File: src/hdl/tib_defs.svh
// Purpose: constants for the timer interrupt flag bank
// Assumes: AHB-Lite, 32-bit words, byte addresses as printed
// Notes: all 32 address bits decode the bank
`ifndef TIB_DEFS_SVH
`define TIB_DEFS_SVH
`define TIB_PEND1_ADDR  32'h4000A800
`define TIB_PEND2_ADDR  32'h4000A804
`define TIB_MISS1_ADDR  32'h4000A818
`define TIB_MISS2_ADDR  32'h4000A81C
`define TIB_ENA1_ADDR   32'h4000A840
`define TIB_ENA2_ADDR   32'h4000A844
`define TIB_SRC_MASK    7'h5F
`define TIB_CC_MASK     7'h1E
`define TIB_MISS_LSB    9
`define TIB_RESET_VAL   32'h00000000
`endif

File: src/hdl/tib_pkg.sv
// Purpose: types for the timer interrupt flag bank
// Assumes: two timer instances
// Notes: event strobe bundle per timer
package tib_pkg;
  typedef struct packed {
    logic trig;
    logic cc4;
    logic cc3;
    logic cc2;
    logic cc1;
    logic upd;
  } tib_evt_s;
  typedef enum logic [2:0] {
    REG_NONE  = 3'h0,
    REG_PEND1 = 3'h1,
    REG_PEND2 = 3'h2,
    REG_MISS1 = 3'h3,
    REG_MISS2 = 3'h4,
    REG_ENA1  = 3'h5,
    REG_ENA2  = 3'h6
  } tib_reg_e;
endpackage

File: src/hdl/tib_timer_flags.sv
// Purpose: flag, missed and enable state for one timer
// Assumes: event strobes one cycle, synchronous to clock
// Notes: set wins over write-one-to-clear
`timescale 1ns/1ps
`include "tib_defs.svh"
module tib_timer_flags (
  // Clock and reset
  input  wire logic             clock,
  input  wire logic             rst,
  // Event strobes
  input  wire tib_pkg::tib_evt_s evt,
  // Register writes
  input  wire logic             wrPend,
  input  wire logic             wrMiss,
  input  wire logic             wrEna,
  input  wire logic [31:0]      wdata,
  // State
  output logic      [6:0]       pend,
  output logic      [3:0]       miss,
  output logic      [6:0]       ena
);
  logic [6:0] pend_ff;
  logic [3:0] miss_ff;
  logic [6:0] ena_ff;
  wire  [6:0] evtVec;
  wire  [6:0] pendClr;
  wire  [3:0] missClr;
  wire  [3:0] missSet;
  wire  [6:0] nxt_pend;
  wire  [3:0] nxt_miss;
  wire  [6:0] nxt_ena;

  assign evtVec  = {evt.trig, 1'b0, evt.cc4, evt.cc3, evt.cc2, evt.cc1,
                    evt.upd};
  assign pendClr = wrPend ? wdata[6:0] : 7'h00;
  assign missClr = wrMiss ? wdata[12:9] : 4'h0;
  // Already pending capture event counts as lost
  assign missSet = evtVec[4:1] & pend_ff[4:1];
  assign nxt_pend = ((pend_ff & ~pendClr) | evtVec) & `TIB_SRC_MASK;
  assign nxt_miss = (miss_ff & ~missClr) | missSet;
  assign nxt_ena  = wrEna ? (wdata[6:0] & `TIB_SRC_MASK) : ena_ff;

  always_ff @(posedge clock or posedge rst) begin
    if (rst) begin
      pend_ff <= 7'h00;
      miss_ff <= 4'h0;
      ena_ff  <= 7'h00;
    end else begin
      pend_ff <= nxt_pend;
      miss_ff <= nxt_miss;
      ena_ff  <= nxt_ena;
    end
  end

  assign pend = pend_ff;
  assign miss = miss_ff;
  assign ena  = ena_ff;
endmodule

File: src/hdl/tib_flag_bank.sv
// Purpose: AHB-Lite slave with two timer interrupt flag sets
// Assumes: single word transfers, zero wait states
// Notes: irq outputs are level, high on enabled pending flag
`timescale 1ns/1ps
`include "tib_defs.svh"
module tib_flag_bank (
  // Clock and reset
  input  wire logic             clock,
  input  wire logic             rst,
  // AHB-Lite slave
  input  wire logic             hsel,
  input  wire logic [31:0]      haddr,
  input  wire logic [1:0]       htrans,
  input  wire logic             hwrite,
  input  wire logic [2:0]       hsize,
  input  wire logic             hready,
  input  wire logic [31:0]      hwdata,
  output logic      [31:0]      hrdata,
  output logic                  hreadyout,
  output logic                  hresp,
  // Timer events
  input  wire tib_pkg::tib_evt_s evtTim1,
  input  wire tib_pkg::tib_evt_s evtTim2,
  // Interrupts
  output logic                  irqTim1,
  output logic                  irqTim2
);
  tib_pkg::tib_reg_e regSel_ff;
  logic [31:0]       hrdata_ff;
  logic [6:0]        pend1;
  logic [6:0]        pend2;
  logic [3:0]        miss1;
  logic [3:0]        miss2;
  logic [6:0]        ena1;
  logic [6:0]        ena2;
  logic              wrPhase_ff;
  tib_pkg::tib_reg_e nxt_regSel;
  wire               addrValid;
  wire  [31:0]       rdMux;

  function automatic tib_pkg::tib_reg_e decodeAddr(input logic [31:0] a);
    case (a)
      `TIB_PEND1_ADDR: decodeAddr = tib_pkg::REG_PEND1;
      `TIB_PEND2_ADDR: decodeAddr = tib_pkg::REG_PEND2;
      `TIB_MISS1_ADDR: decodeAddr = tib_pkg::REG_MISS1;
      `TIB_MISS2_ADDR: decodeAddr = tib_pkg::REG_MISS2;
      `TIB_ENA1_ADDR:  decodeAddr = tib_pkg::REG_ENA1;
      `TIB_ENA2_ADDR:  decodeAddr = tib_pkg::REG_ENA2;
      default:         decodeAddr = tib_pkg::REG_NONE;
    endcase
  endfunction

  assign addrValid  = hsel & htrans[1] & hready;
  assign nxt_regSel = addrValid ? decodeAddr(haddr) : tib_pkg::REG_NONE;

  always_ff @(posedge clock or posedge rst) begin
    if (rst) begin
      regSel_ff  <= tib_pkg::REG_NONE;
      wrPhase_ff <= 1'b0;
    end else begin
      regSel_ff  <= nxt_regSel;
      wrPhase_ff <= addrValid & hwrite;
    end
  end

  // Writes land in the data phase, where hwdata stands
  wire wr = wrPhase_ff;
  tib_timer_flags uTim1 (
    .clock  (clock),
    .rst    (rst),
    .evt    (evtTim1),
    .wrPend (wr && regSel_ff == tib_pkg::REG_PEND1),
    .wrMiss (wr && regSel_ff == tib_pkg::REG_MISS1),
    .wrEna  (wr && regSel_ff == tib_pkg::REG_ENA1),
    .wdata  (hwdata),
    .pend   (pend1),
    .miss   (miss1),
    .ena    (ena1)
  );
  tib_timer_flags uTim2 (
    .clock  (clock),
    .rst    (rst),
    .evt    (evtTim2),
    .wrPend (wr && regSel_ff == tib_pkg::REG_PEND2),
    .wrMiss (wr && regSel_ff == tib_pkg::REG_MISS2),
    .wrEna  (wr && regSel_ff == tib_pkg::REG_ENA2),
    .wdata  (hwdata),
    .pend   (pend2),
    .miss   (miss2),
    .ena    (ena2)
  );

  // Reserved fields read as zero; software must not rely on them
  assign rdMux =
    (nxt_regSel == tib_pkg::REG_PEND1) ? {25'h0000000, pend1} :
    (nxt_regSel == tib_pkg::REG_PEND2) ? {25'h0000000, pend2} :
    (nxt_regSel == tib_pkg::REG_MISS1) ? {19'h00000, miss1, 9'h000} :
    (nxt_regSel == tib_pkg::REG_MISS2) ? {19'h00000, miss2, 9'h000} :
    (nxt_regSel == tib_pkg::REG_ENA1)  ? {25'h0000000, ena1} :
    (nxt_regSel == tib_pkg::REG_ENA2)  ? {25'h0000000, ena2} :
                                         `TIB_RESET_VAL;

  always_ff @(posedge clock or posedge rst) begin
    if (rst) begin
      hrdata_ff <= `TIB_RESET_VAL;
    end else if (addrValid & ~hwrite) begin
      hrdata_ff <= rdMux;
    end
  end

  assign hrdata    = hrdata_ff;
  assign hreadyout = 1'b1;
  assign hresp     = 1'b0;
  assign irqTim1   = |(pend1 & ena1);
  assign irqTim2   = |(pend2 & ena2);
endmodule

File: config.mk
export PLATFORM = sky130hd
export DESIGN_NAME = tib_flag_bank
export DESIGN_NICKNAME = d
export VERILOG_FILES = /design/src/hdl/tib_pkg.sv /design/src/hdl/tib_timer_flags.sv /design/src/hdl/tib_flag_bank.sv
export VERILOG_INCLUDE_DIRS = /design/src /design/src/hdl
export SDC_FILE = /design/constraint.sdc
export NUM_CORES = 1
export LEC_CHECK = 0
export BUFFER_PORTS_ARGS = -buffer_cell sky130_fd_sc_hd__buf_4
export CAP_MARGIN = 20
export CORE_MARGIN = 5
export CORE_UTILIZATION = 40
export DETAILED_ROUTE_END_ITERATION = 8
export PLACE_DENSITY = 0.68
export SYNTH_ARGS = -nofsm -noshare
export SYNTH_HDL_FRONTEND = slang
export SYNTH_HIERARCHICAL = 1
export SYNTH_SLANG_ARGS = --single-unit
File: constraint.sdc
create_clock -name clock -period 1.9 [get_ports clock]
set_clock_uncertainty 0.1 [all_clocks]
set_input_delay 0.095 -clock clock [delete_from_list [all_inputs] [get_ports clock]]
set_output_delay 0.095 -clock clock [all_outputs]
set_load 0.1 [all_outputs]
==> summary.md, run 1 <==
| Metric | Value |
|---|---|
| I/O Buffers | `72` |
| Required @ worst endpoint | `1.70 ns` |
| Ys flop type | `dfrtp_1` |
| First DRT Iteration DRCs | `111` |
| CTS max path bufs | `2` |
| Drt pass-1 iters | `4` |
| Ys async rst share | `100%` |
| Tot Pwr | `2.10 mW` |
| Endpoint class of the critical path | `primary output` |
| Fmax | `610 MHz` |
| Core Region | `0.00599 mm^2` |
| Clock slew at reported path FFs | `0.08 ns` |
| Detailed-route via count | `1,974` |
| Synth cell types | `38` |
| Full die area | `0.00792 mm^2` |
| Routed len/inst | `14.9 um` |
| Ports | `122` |
| Crit Path Max Fanout | `4` |
| Antenna Nets Post-Route | `0` |
| Mapped Area | `0.00250 mm^2` |
| Critical R2R Capture | `uTim2/pend[2]$_DFF_PP0_` |
| RSZ-0062 raised after global routing | `no` |
| Global route total overflow | `0` |
| Worst min path class | `in -> reg` |
| Fin. Hold Viols | `0` |
| Vias in the first global route | `1,950` |
| Leak pwr | `1.53 nW` |
| Fin crit period | `1.64 ns` |
| Hpwl dp | `4830 um` |
| Startpoint class of the critical path | `flip-flop` |
| Status | `finished, final reports clean` |
| Worst-Skew Late Latency | `0.30 ns` |
| Syn avg cell area | `10.7 um^2` |
| Root buffer cell | `clkbuf_8` |
| Crit path DAT | `1.45 ns` |
| R2R cell count | `4` |
| R2R setup slack | `0.44 ns` |
| Routed Wire Length | `6060 um` |
| H-tree depth | `2` |
| Detail-routed via count per cell | `4.86` |
| Post-synth EDFFs | `0` |
| # DRC | `0` |
| Initial core utilization | `41.7%` |
| Flops & latches, synth | `47` |
| Peak VDD IR | `0.000378 V` |
| RePlAce Congestion | `0.784` |
| Hold_sp | `haddr[3]` |
| Slew Limit Fails | `0` |
| CTS buffer count | `5` |
| First-pass GRT wire length | `9720 um` |
| Worst-margin pin slew | `0.613 ns` |
| Clk sinks | `47` |
| Final-report setup violation count | `0` |
| Max-Cap Viols | `0` |
| Tcrit/Tclk final | `86.3%` |
| CTS tree | `built` |
| P&R area growth vs syn | `33.7%` |
| Sequential share of the synthesized area | `47.1%` |
| Largest net degree at the start of global routing | `19` |
| Share of layout cells above drive strength 1 | `29.9%` |
| # diodes | `0` |
| Core Rows | `28` |
| Gr usage total | `16.2%` |
| Die width | `89.0 um` |
| Setup TNS | `0 ns` |
| DIE HEIGHT | `89.0 um` |
| Initial antenna violation count | `0` |
| Fillers | `543` |
| Filler-free cell count of the finished design | `406` |
| Worst reg2reg startpoint | `regSel_ff[2]$_DFF_PP0_` |
| Placement Cell Area | `0.00300 mm^2` |
| Hold Slack | `0.00688 ns` |
| Final nets | `416` |
| Cells after DPL | `374` |
| YS warnings | `6` |
| Hold depth | `3` |
| Power per Cell Area | `629 mW/mm^2` |
| Kind of critical path | `reg -> out` |
| Synth Instances | `234` |
| Relative slew slack | `59.1%` |
| Fin area | `0.00334 mm^2` |
| Hold endpoint | `regSel_ff[0]$_DFF_PP0_` |
worst max-delay path: stages (launching register included):
cell      delay, ns
dfrtp_1        0.43
a222oi_1       0.33
nand3_1        0.13
buf_4          0.26
state kept, by name (all words and copies together) (netlist names):
register and flops:
regSel_ff 3, uTim1/miss 4, wr 1, uTim1/ena 6, uTim2/miss 4, uTim2/ena 6
uTim2/pend 6, hrdata 11, uTim1/pend 6
cells in the mapped netlist, types with 2 or more instances:
library cell | n | share of area [%]
dfrtp_1 | 47 | 47
nand2_1 | 39 | 5.9
buf_4 | 27 | 8.1
a21o_1 | 12 | 3.6
mux2_4 | 12 | 7.2
mux2i_1 | 11 | 4.4
nor2_1 | 11 | 1.7
a22o_1 | 8 | 2.8
o21ai_0 | 8 | 1.6
o221ai_1 | 6 | 2.1
a22oi_1 | 5 | 1.5
conb_1 | 4 | 0.60
inv_1 | 4 | 0.60
nand2b_1 | 4 | 1.0
o41ai_1 | 4 | 1.4
nand3_1 | 3 | 0.60
a21oi_1 | 2 | 0.40
a222oi_1 | 2 | 0.80
buf_6 | 2 | 0.90
clkbuf_1 | 2 | 0.30
nor3b_1 | 2 | 0.60
nor4_1 | 2 | 0.50
nor4b_1 | 2 | 0.70
area by class of cell:
class                           count  area [um^2]  area share, %
Clock buffer                        8          100           3.00
Inverter                            4         15.0          0.450
Multi-Input combinational cell    173         1150           34.5
Sequential cell                    47         1180           35.2
Tap cell                           75         93.8           2.81
Timing Repair Buffer               99          803           24.1
worst max-delay path by stage:
| stage | start | endpoint | slack [ns] |
|---|---|---|---|
| after floorplan | uTim2/pend[3]$_DFF_PP0_ | irqTim2 | 0.22 |
| after global placement | haddr[1] | hrdata[1]$_DFFE_PP0P_ | 0.37 |
| after detailed placement | haddr[1] | hrdata[1]$_DFFE_PP0P_ | 0.35 |
| after CTS | uTim1/pend[4]$_DFF_PP0_ | irqTim1 | 0.23 |
| after global routing | uTim2/pend[3]$_DFF_PP0_ | irqTim2 | 0.12 |
| final | uTim1/pend[4]$_DFF_PP0_ | irqTim1 | 0.26 |
layer usage:
metal | up-vias | wire (um) | GRT usage, %
met5 | - | 0 | 0
met4 | 0 | 74 | 5.28
met3 | 8 | 538 | 4.33
met2 | 74 | 2820 | 25.4
met1 | 919 | 2630 | 21.8
li1 | 973 | - | -
what timing repair did:
action	4_1_cts	5_1_grt
resized for setup	0	0
hold buffers	24	0
hold endpoints to repair	81	0
setup buffers	0	0
where the power goes:
part	switching, mW	total (mW)	leakage, nW	internal [mW]
clock	0.319	0.651	0.0515	0.332
sequential	0.000320	1.00	0.552	1.00
combinational	0.309	0.448	0.926	0.139
total	0.629	2.10	1.53	1.47
placed cells by master, fill, tap and decap left out:
| cell | netlist | layout |
|---|---|---|
| a21o_1 | 12 | 12 |
| a21oi_1 | 2 | 2 |
| nor4_1 | 2 | 2 |
| nor3b_1 | 2 | 2 |
| and2_1 | 1 | 1 |
| clkbuf_8 | 0 | 7 |
| a22oi_1 | 5 | 5 |
| buf_4 | 27 | 75 |
| o221ai_1 | 6 | 6 |
| conb_1 | 4 | 27 |
| or2_2 | 1 | 1 |
| mux2i_1 | 11 | 11 |
| dfrtp_1 | 47 | 47 |
| inv_1 | 4 | 4 |
| dlygate4sd3_1 | 0 | 24 |
| nand4b_1 | 1 | 1 |
| nand4_1 | 1 | 1 |
| nor3_1 | 1 | 1 |
| o21ai_0 | 8 | 8 |
| and4_1 | 1 | 1 |
| nor4b_1 | 2 | 2 |
| nand3b_1 | 1 | 1 |
| nand3_1 | 3 | 3 |
| a211oi_1 | 1 | 1 |
| nor2_1 | 11 | 11 |
| nand2b_1 | 4 | 4 |
| o41ai_1 | 4 | 4 |
| and4b_2 | 1 | 1 |
| a22o_1 | 8 | 8 |
| clkbuf_1 | 2 | 1 |
| mux2_4 | 12 | 12 |
| and3_1 | 1 | 1 |
| nand2_1 | 39 | 39 |
| nor4b_2 | 1 | 1 |
| nor4_4 | 1 | 1 |
| a222oi_1 | 2 | 2 |
| nand4_4 | 1 | 1 |
cell families after synthesis:
kind of cell,count (synthesis),synth area share [%]
buf+inv,37,10.3
simple gates,75,15.9
compound gates,48,14.5
flops,47,47.1
mux,23,11.6
other cells,4,0.601
stage by stage:
step	setup WS [ns]	util, %
global placement	0.367	50.1
detailed placement	0.345	50.1
global route	0.123	55.7
floorplan	0.219	-
finish	0.260	55.7
CTS	0.231	55.7
Note: power is estimated with default switching activity, not from simulation.
==> inputs of run 2 (changes only) <==
--- a/config.mk
+++ b/config.mk
@@ -11,7 +11,7 @@
 export CORE_MARGIN = 5
 export CORE_UTILIZATION = 40
 export DETAILED_ROUTE_END_ITERATION = 8
-export PLACE_DENSITY = 0.68
+export PLACE_DENSITY = 0.71
 export SYNTH_ARGS = -nofsm -noshare
 export SYNTH_HDL_FRONTEND = slang
 export SYNTH_HIERARCHICAL = 1
==> constraint.sdc (replaced) <==
create_clock -name clock -period 1.5 [get_ports clock]
set_clock_uncertainty 0.1 [all_clocks]
set_input_delay 0.075 -clock clock [delete_from_list [all_inputs] [get_ports clock]]
set_output_delay 0.075 -clock clock [all_outputs]
set_load 0.1 [all_outputs]
==> summary.md, run 2 (synthesis gave the netlist of run 1 again) <==
| Metric | Value |
|---|---|
| Core Region | `0.00599 mm^2 (unchanged)` |
| Full die area | `0.00792 mm^2 (unchanged)` |
| Failing checks | `setup timing` |
| RSZ-0062 raised after global routing | `yes` |
| Global route total overflow | `0 (unchanged)` |
| Die width | `89.0 um (unchanged)` |
| Filler-free cell count of the finished design | `415 (+2.2%)` |
| Initial antenna violation count | `0 (unchanged)` |
| Routed Wire Length | `6350 um (+4.8%)` |
| CTS tree | `built` |
| Largest net degree at the start of global routing | `17 (-2)` |
| Final nets | `426 (+2.4%)` |
| Vias in the first global route | `2,129 (+9.2%)` |
| # diodes | `0 (unchanged)` |
| Fmax | `613 MHz` |
| Relative slew slack | `54.9% (-4.3 points)` |
| # DRC | `0 (unchanged)` |
| Fin crit period | `1.63 ns` |
| Gr usage total | `16.5% (+0.33 points)` |
| Crit path DAT | `1.46 ns (about the same)` |
| DIE HEIGHT | `89.0 um (unchanged)` |
| P&R area growth vs syn | `37.2%` |
| Startpoint class of the critical path | `flip-flop` |
| Tcrit/Tclk final | `109%` |
| Leak pwr | `1.59 nW (+3.7%)` |
| Clock power share | `29.7% (-1.3 points)` |
| Worst-margin pin slew | `0.677 ns (+0.0638 ns)` |
| Max reg flops | `11 (unchanged)` |
| Most frequent cells in the layout | `buf_4, dfrtp_1, nand2_1, conb_1, dlygate4sd3_1` |
| Fin. Hold Viols | `0 (unchanged)` |
| Flop pwr share | `48.2% (+0.6 points)` |
| Crit Path Max Fanout | `2 (-2)` |
| Cells after DPL | `382 (+2.1%)` |
| Max-Cap Viols | `0 (unchanged)` |
| Power per Cell Area | `767 mW/mm^2 (+22%)` |
| Clock slew at reported path FFs | `0.08 ns (about the same)` |
| Setup ws final | `-0.131 ns (-0.391 ns)` |
| Hpwl dp | `4930 um (+2.0%)` |
| CTS max path bufs | `2 (unchanged)` |
| Routed len/inst | `15.3 um (+2.5%)` |
| Status | `finished with violations` |
| Required @ worst endpoint | `1.32 ns (-0.38 ns)` |
| Worst slack at placement | `-0.0871 ns (-0.432 ns)` |
| First-pass GRT wire length | `10,000 um (+3.0%)` |
| Root buffer cell | `clkbuf_8` |
| I/O Buffers | `72 (unchanged)` |
| Setup TNS | `-0.217 ns (-0.217 ns)` |
| Worst min path class | `in -> reg` |
| Core Rows | `28 (unchanged)` |
| Ports | `122 (unchanged)` |
| P_sw | `814 uW (+30%)` |
| Combinational share of power | `22.1% (+0.8 points)` |
| Worst-Skew Late Latency | `0.30 ns (about the same)` |
| Initial core utilization | `41.7% (unchanged)` |
| RePlAce Congestion | `0.783 (-0.11%)` |
| Kind of critical path | `reg -> out` |
| Peak VDD IR | `0.000502 V (+33%)` |
| Commonest non-fill, non-tap cell in the layout | `buf_4` |
| Cell-internal power | `1.81 mW (+23%)` |
| Clk sinks | `47 (unchanged)` |
| Detail-routed via count per cell | `5.04 (+3.6%)` |
| Sw Share | `31.0% (+1.1 points)` |
| Endpoint class of the critical path | `primary output` |
| Tot Pwr | `2.63 mW (+25%)` |
| Antenna Nets Post-Route | `0 (unchanged)` |
| Drt pass-1 iters | `4 (unchanged)` |
| Final-report setup violation count | `2 (+2)` |
| CTS buffer count | `5 (unchanged)` |
| Share of layout cells above drive strength 1 | `32.4% (+2.4 points)` |
| Detailed-route via count | `2,091 (+5.9%)` |
| Slew Limit Fails | `0 (unchanged)` |
| First DRT Iteration DRCs | `127 (+14%)` |
| H-tree depth | `2 (unchanged)` |
## run 2: layout make-up
| cell class | instances | area [um^2] |
|---|---|---|
| timing repair buffer | 109 | 892 |
| clock buffer | 6 | 82.6 |
| sequential | 47 | 1180 |
| tap | 75 | 93.8 |
| multi-input combinational | 173 | 1160 |
| fill | 553 | 2560 |
| clock inverter | 1 | 5.00 |
| inverter | 4 | 15.0 |
## run 2: timing repair
| action | CTS | global route |
|---|---|---|
| hold buffers | 25 | 0 |
| buffers inserted | 1 | 0 |
| pin swaps | 2 | 1 |
| endpoints found under the hold margin | 81 | 0 |
| resized for setup | 3 | 0 |
| endpoints found under the setup margin | 2 | 2 |
| cloned | 0 | 0 |
## run 2: routing by layer
layer  global-route usage [%]  share of wire (%)  routed length (um)  vias to the layer above
li1                         -                  -                   -                      994
met1                     20.0                 40                2560                     1003
met2                     28.3                 46                2950                       83
met3                     4.24                 11                 684                       11
met4                     6.22                2.5                 158                        0
met5                        0                  0                   0                        -
## run 2: metrics by stage
step           hold slack, ns  cell area (um^2)  utilization [%]
2_1_floorplan          -0.124              2590                -
3_3_place_gp           0.0732              3070             51.2
3_5_place_dp           0.0774              3070             51.2
4_1_cts                0.0160              3430             57.2
5_1_grt                0.0274              3430             57.2
6_report               0.0240              3430             57.2
## run 2: critical path, cell delays in order, from the launching register on
cell	delay, ns
dfrtp_1	0.41
a222oi_1	0.40
nand3_2	0.14
buf_8	0.20
## run 2: power by group through the flow
stage                     Clock (mW)  Combinational (mW)  Sequential [mW]
final                          0.779               0.581             1.27
after global routing           0.850               0.612             1.27
after CTS                      0.794               0.581             1.27
after detailed placement           0               0.526             1.29
after global placement             0               0.523             1.29
after floorplan                    0               0.411             1.29
## run 2: final timing paths
path / start / to / slack, ns / depth (start not counted)
max: uTim1/pend[4]$_DFF_PP0_ / irqTim1 / -0.13 / 3
min: haddr[7] / regSel_ff[0]$_DFF_PP0_ / 0.02 / 4
max reg2reg: regSel_ff[0]$_DFF_PP0_ / uTim2/ena[2]$_DFFE_PP0P_ / 0.04 / 4
min reg2reg: hrdata[10]$_DFFE_PP0P_ / hrdata[10]$_DFFE_PP0P_ / 0.38 / 2
max in group asynchronous: rst / uTim2/miss[0]$_DFF_PP0_ / 0.52 / 3
min in group asynchronous: rst / hrdata[2]$_DFFE_PP0P_ / 0.29 / 3
==> inputs of run 3 (changes only) <==
--- a/config.mk
+++ b/config.mk
@@ -11,8 +11,10 @@
 export CORE_MARGIN = 5
 export CORE_UTILIZATION = 40
 export DETAILED_ROUTE_END_ITERATION = 8
-export PLACE_DENSITY = 0.71
+export PLACE_DENSITY = 0.74
+export SKIP_CTS_REPAIR_TIMING = 1
 export SYNTH_ARGS = -nofsm -noshare
 export SYNTH_HDL_FRONTEND = slang
 export SYNTH_HIERARCHICAL = 1
 export SYNTH_SLANG_ARGS = --single-unit
+export TNS_END_PERCENT = 20
==> summary.md, run 3 (synthesis gave the netlist of run 1 again) <==
| Metric | Value |
|---|---|
| Status | `finished with violations` |
| Failing checks | `setup timing` |
| Hpwl dp | `4900 um (-0.56%)` |
| Required @ worst endpoint | `1.32 ns (about the same)` |
| Slew Limit Fails | `0 (unchanged)` |
| Worst min path class | `in -> reg` |
| # DRC | `0 (unchanged)` |
| Kind of critical path | `reg -> out` |
| Delay-heaviest family, CP | `flip-flops` |
| Peak VDD IR | `0.000430 V (-14%)` |
| Buf+Inv Stages, Crit Path | `1 (unchanged)` |
| CTS tree | `built` |
| Detailed-route via count | `2,064 (-1.3%)` |
| First-pass GRT wire length | `9390 um (-6.2%)` |
| Core Region | `0.00599 mm^2 (unchanged)` |
| Core Rows | `28 (unchanged)` |
| Full die area | `0.00792 mm^2 (unchanged)` |
| CTS buffer count | `5 (unchanged)` |
| Largest net degree at the start of global routing | `17 (unchanged)` |
| P&R area growth vs syn | `38.5%` |
| Crit Path Max Fanout | `3 (+1)` |
| # diodes | `0 (unchanged)` |
| Initial core utilization | `41.7% (unchanged)` |
| Root buffer cell | `clkbuf_8` |
| Critical path cell sequence | `a222oi_1, nand3_1, buf_12` |
| Flop pwr share | `44.8% (-3.4 points)` |
| Cell-internal power | `1.99 mW (+9.9%)` |
| Endpoint class of the critical path | `primary output` |
| Routed Wire Length | `6290 um (-0.98%)` |
| Share of layout cells above drive strength 1 | `32.0% (-0.39 points)` |
| Utilization after layout | `57.7% (+0.54 points)` |
| Die width | `89.0 um (unchanged)` |
| Max-Cap Viols | `0 (unchanged)` |
| Ports | `122 (unchanged)` |
| Detail-routed via count per cell | `4.96 (-1.5%)` |
| H-tree depth | `2 (unchanged)` |
| Vias in the first global route | `1,948 (-8.5%)` |
| Max reg flops | `11 (unchanged)` |
| Clk sinks | `47 (unchanged)` |
| Leak pwr | `1.60 nW (+0.63%)` |
| Routed len/inst | `15.1 um (-1.2%)` |
| Global route total overflow | `0 (unchanged)` |
| Crit path DAT | `1.45 ns (about the same)` |
| Clock slew at reported path FFs | `0.09 ns (about the same)` |
| CTS max path bufs | `2 (unchanged)` |
| I/O Buffers | `72 (unchanged)` |
| Fin. Hold Viols | `0 (unchanged)` |
| Fmax | `616 MHz (+0.52%)` |
| Commonest non-fill, non-tap cell in the layout | `buf_4` |
| Gr usage total | `15.7% (-0.82 points)` |
| Sw Share | `29.6% (-1.4 points)` |
| Worst-Skew Late Latency | `0.31 ns (about the same)` |
| Drt pass-1 iters | `4 (unchanged)` |
| Relative slew slack | `57.9% (+3.0 points)` |
| Clock power share | `34.6% (+4.9 points)` |
| Critical Path Slowest Stage Cell | `dfrtp_1` |
| Fin crit period | `1.62 ns (-0.00844 ns)` |
| Worst-margin pin slew | `0.631 ns (-0.0457 ns)` |
| P_sw | `837 uW (+2.8%)` |
| RSZ-0062 raised after global routing | `yes` |
| First DRT Iteration DRCs | `103 (-19%)` |
| Power per Cell Area | `818 mW/mm^2 (+6.7%)` |
| Final-report setup violation count | `2 (unchanged)` |
| Hold Slack | `0.00955 ns (-0.0145 ns)` |
| Combinational share of power | `20.7% (-1.4 points)` |
| Initial antenna violation count | `0 (unchanged)` |
| Most frequent cells in the layout | `buf_4, dfrtp_1, nand2_1, conb_1, dlygate4sd3_1` |
| Startpoint class of the critical path | `flip-flop` |
| DIE HEIGHT | `89.0 um (unchanged)` |
| Antenna Nets Post-Route | `0 (unchanged)` |
| Critical path's largest stage delay | `0.41 ns (about the same)` |
| Final nets | `426 (unchanged)` |
| Setup ws final | `-0.123 ns (+0.00844 ns)` |
| RePlAce Congestion | `0.830 (+6.1%)` |
| Tcrit/Tclk final | `108% (-0.56 points)` |
==> run 3: changes by cell type in the layout (fill, tap and decap cells not counted) <==
cell	previous run	this run
nand3_1	1	2
dlygate4sd3_1	25	26
buf_8	1	0
bufinv_16	0	1
nand3_2	2	1
buf_12	0	1
buf_4	82	81
==> run 3: layout make-up <==
| class | instances | area, um^2 |
|---|---|---|
| clock buffers | 6 | 82.6 |
| repair buffers | 109 | 900 |
| flip-flops and latches | 47 | 1180 |
| fillers | 520 | 2530 |
| well taps | 75 | 93.8 |
| inverters | 4 | 15.0 |
| multi-input cells | 173 | 1160 |
| clock inverters | 2 | 35.0 |
==> run 3: power groups by stage <==
| stage | logic (mW) | clock network, mW | registers, mW |
|---|---|---|---|
| floorplan | 0.410 | 0 | 1.29 |
| global placement | 0.519 | 0 | 1.29 |
| detailed placement | 0.524 | 0 | 1.29 |
| CTS | 0.524 | 0.995 | 1.27 |
| global route | 0.618 | 1.05 | 1.27 |
| finish | 0.585 | 0.978 | 1.27 |
==> run 3: path summary, 6_finish.rpt <==
path | startpoint | end | slack [ns] | cells past startpoint
max | uTim1/pend[4]$_DFF_PP0_ | irqTim1 | -0.12 | 3
min | haddr[2] | regSel_ff[2]$_DFF_PP0_ | 0.01 | 3
max reg2reg | regSel_ff[1]$_DFF_PP0_ | uTim1/ena[3]$_DFFE_PP0P_ | 0.09 | 4
min reg2reg | hrdata[10]$_DFFE_PP0P_ | hrdata[10]$_DFFE_PP0P_ | 0.38 | 2
max in group asynchronous | rst | uTim1/ena[0]$_DFFE_PP0P_ | 0.57 | 3
min in group asynchronous | rst | wr$_DFF_PP0_ | 0.28 | 3
==> run 3: through the flow <==
step / setup WS, ns / total power, mW / setup TNS (ns) / std cells / instance area (um^2)
6_report: -0.123 / 2.83 / -0.244 / 416 / 3460
5_1_grt: -0.267 / 2.94 / -0.460 / 416 / 3460
4_1_cts: -0.170 / 2.79 / -0.325 / 388 / 3170
3_5_place_dp: -0.0422 / 1.82 / -0.0477 / 380 / 3050
3_3_place_gp: 0.0328 / 1.81 / 0 / 380 / 3050
2_1_floorplan: -0.158 / 1.70 / -0.158 / 257 / 2590
==> run 3: tightest hold or removal path, stage by stage <==
cell	delay, ns
buf_4	0.13
a22oi_1	0.07
nor2_1	0.10
==> run 3: routing by layer <==
metal | wire [um] | share of wire [%] | track usage (%) | vias to the layer above
met2 | 2930 | 47 | 25.0 | 86
li1 | - | - | - | 991
met3 | 584 | 9.3 | 4.52 | 7
met1 | 2710 | 43 | 21.1 | 980
met5 | 0 | 0 | 0 | -
met4 | 70 | 1.1 | 4.06 | 0
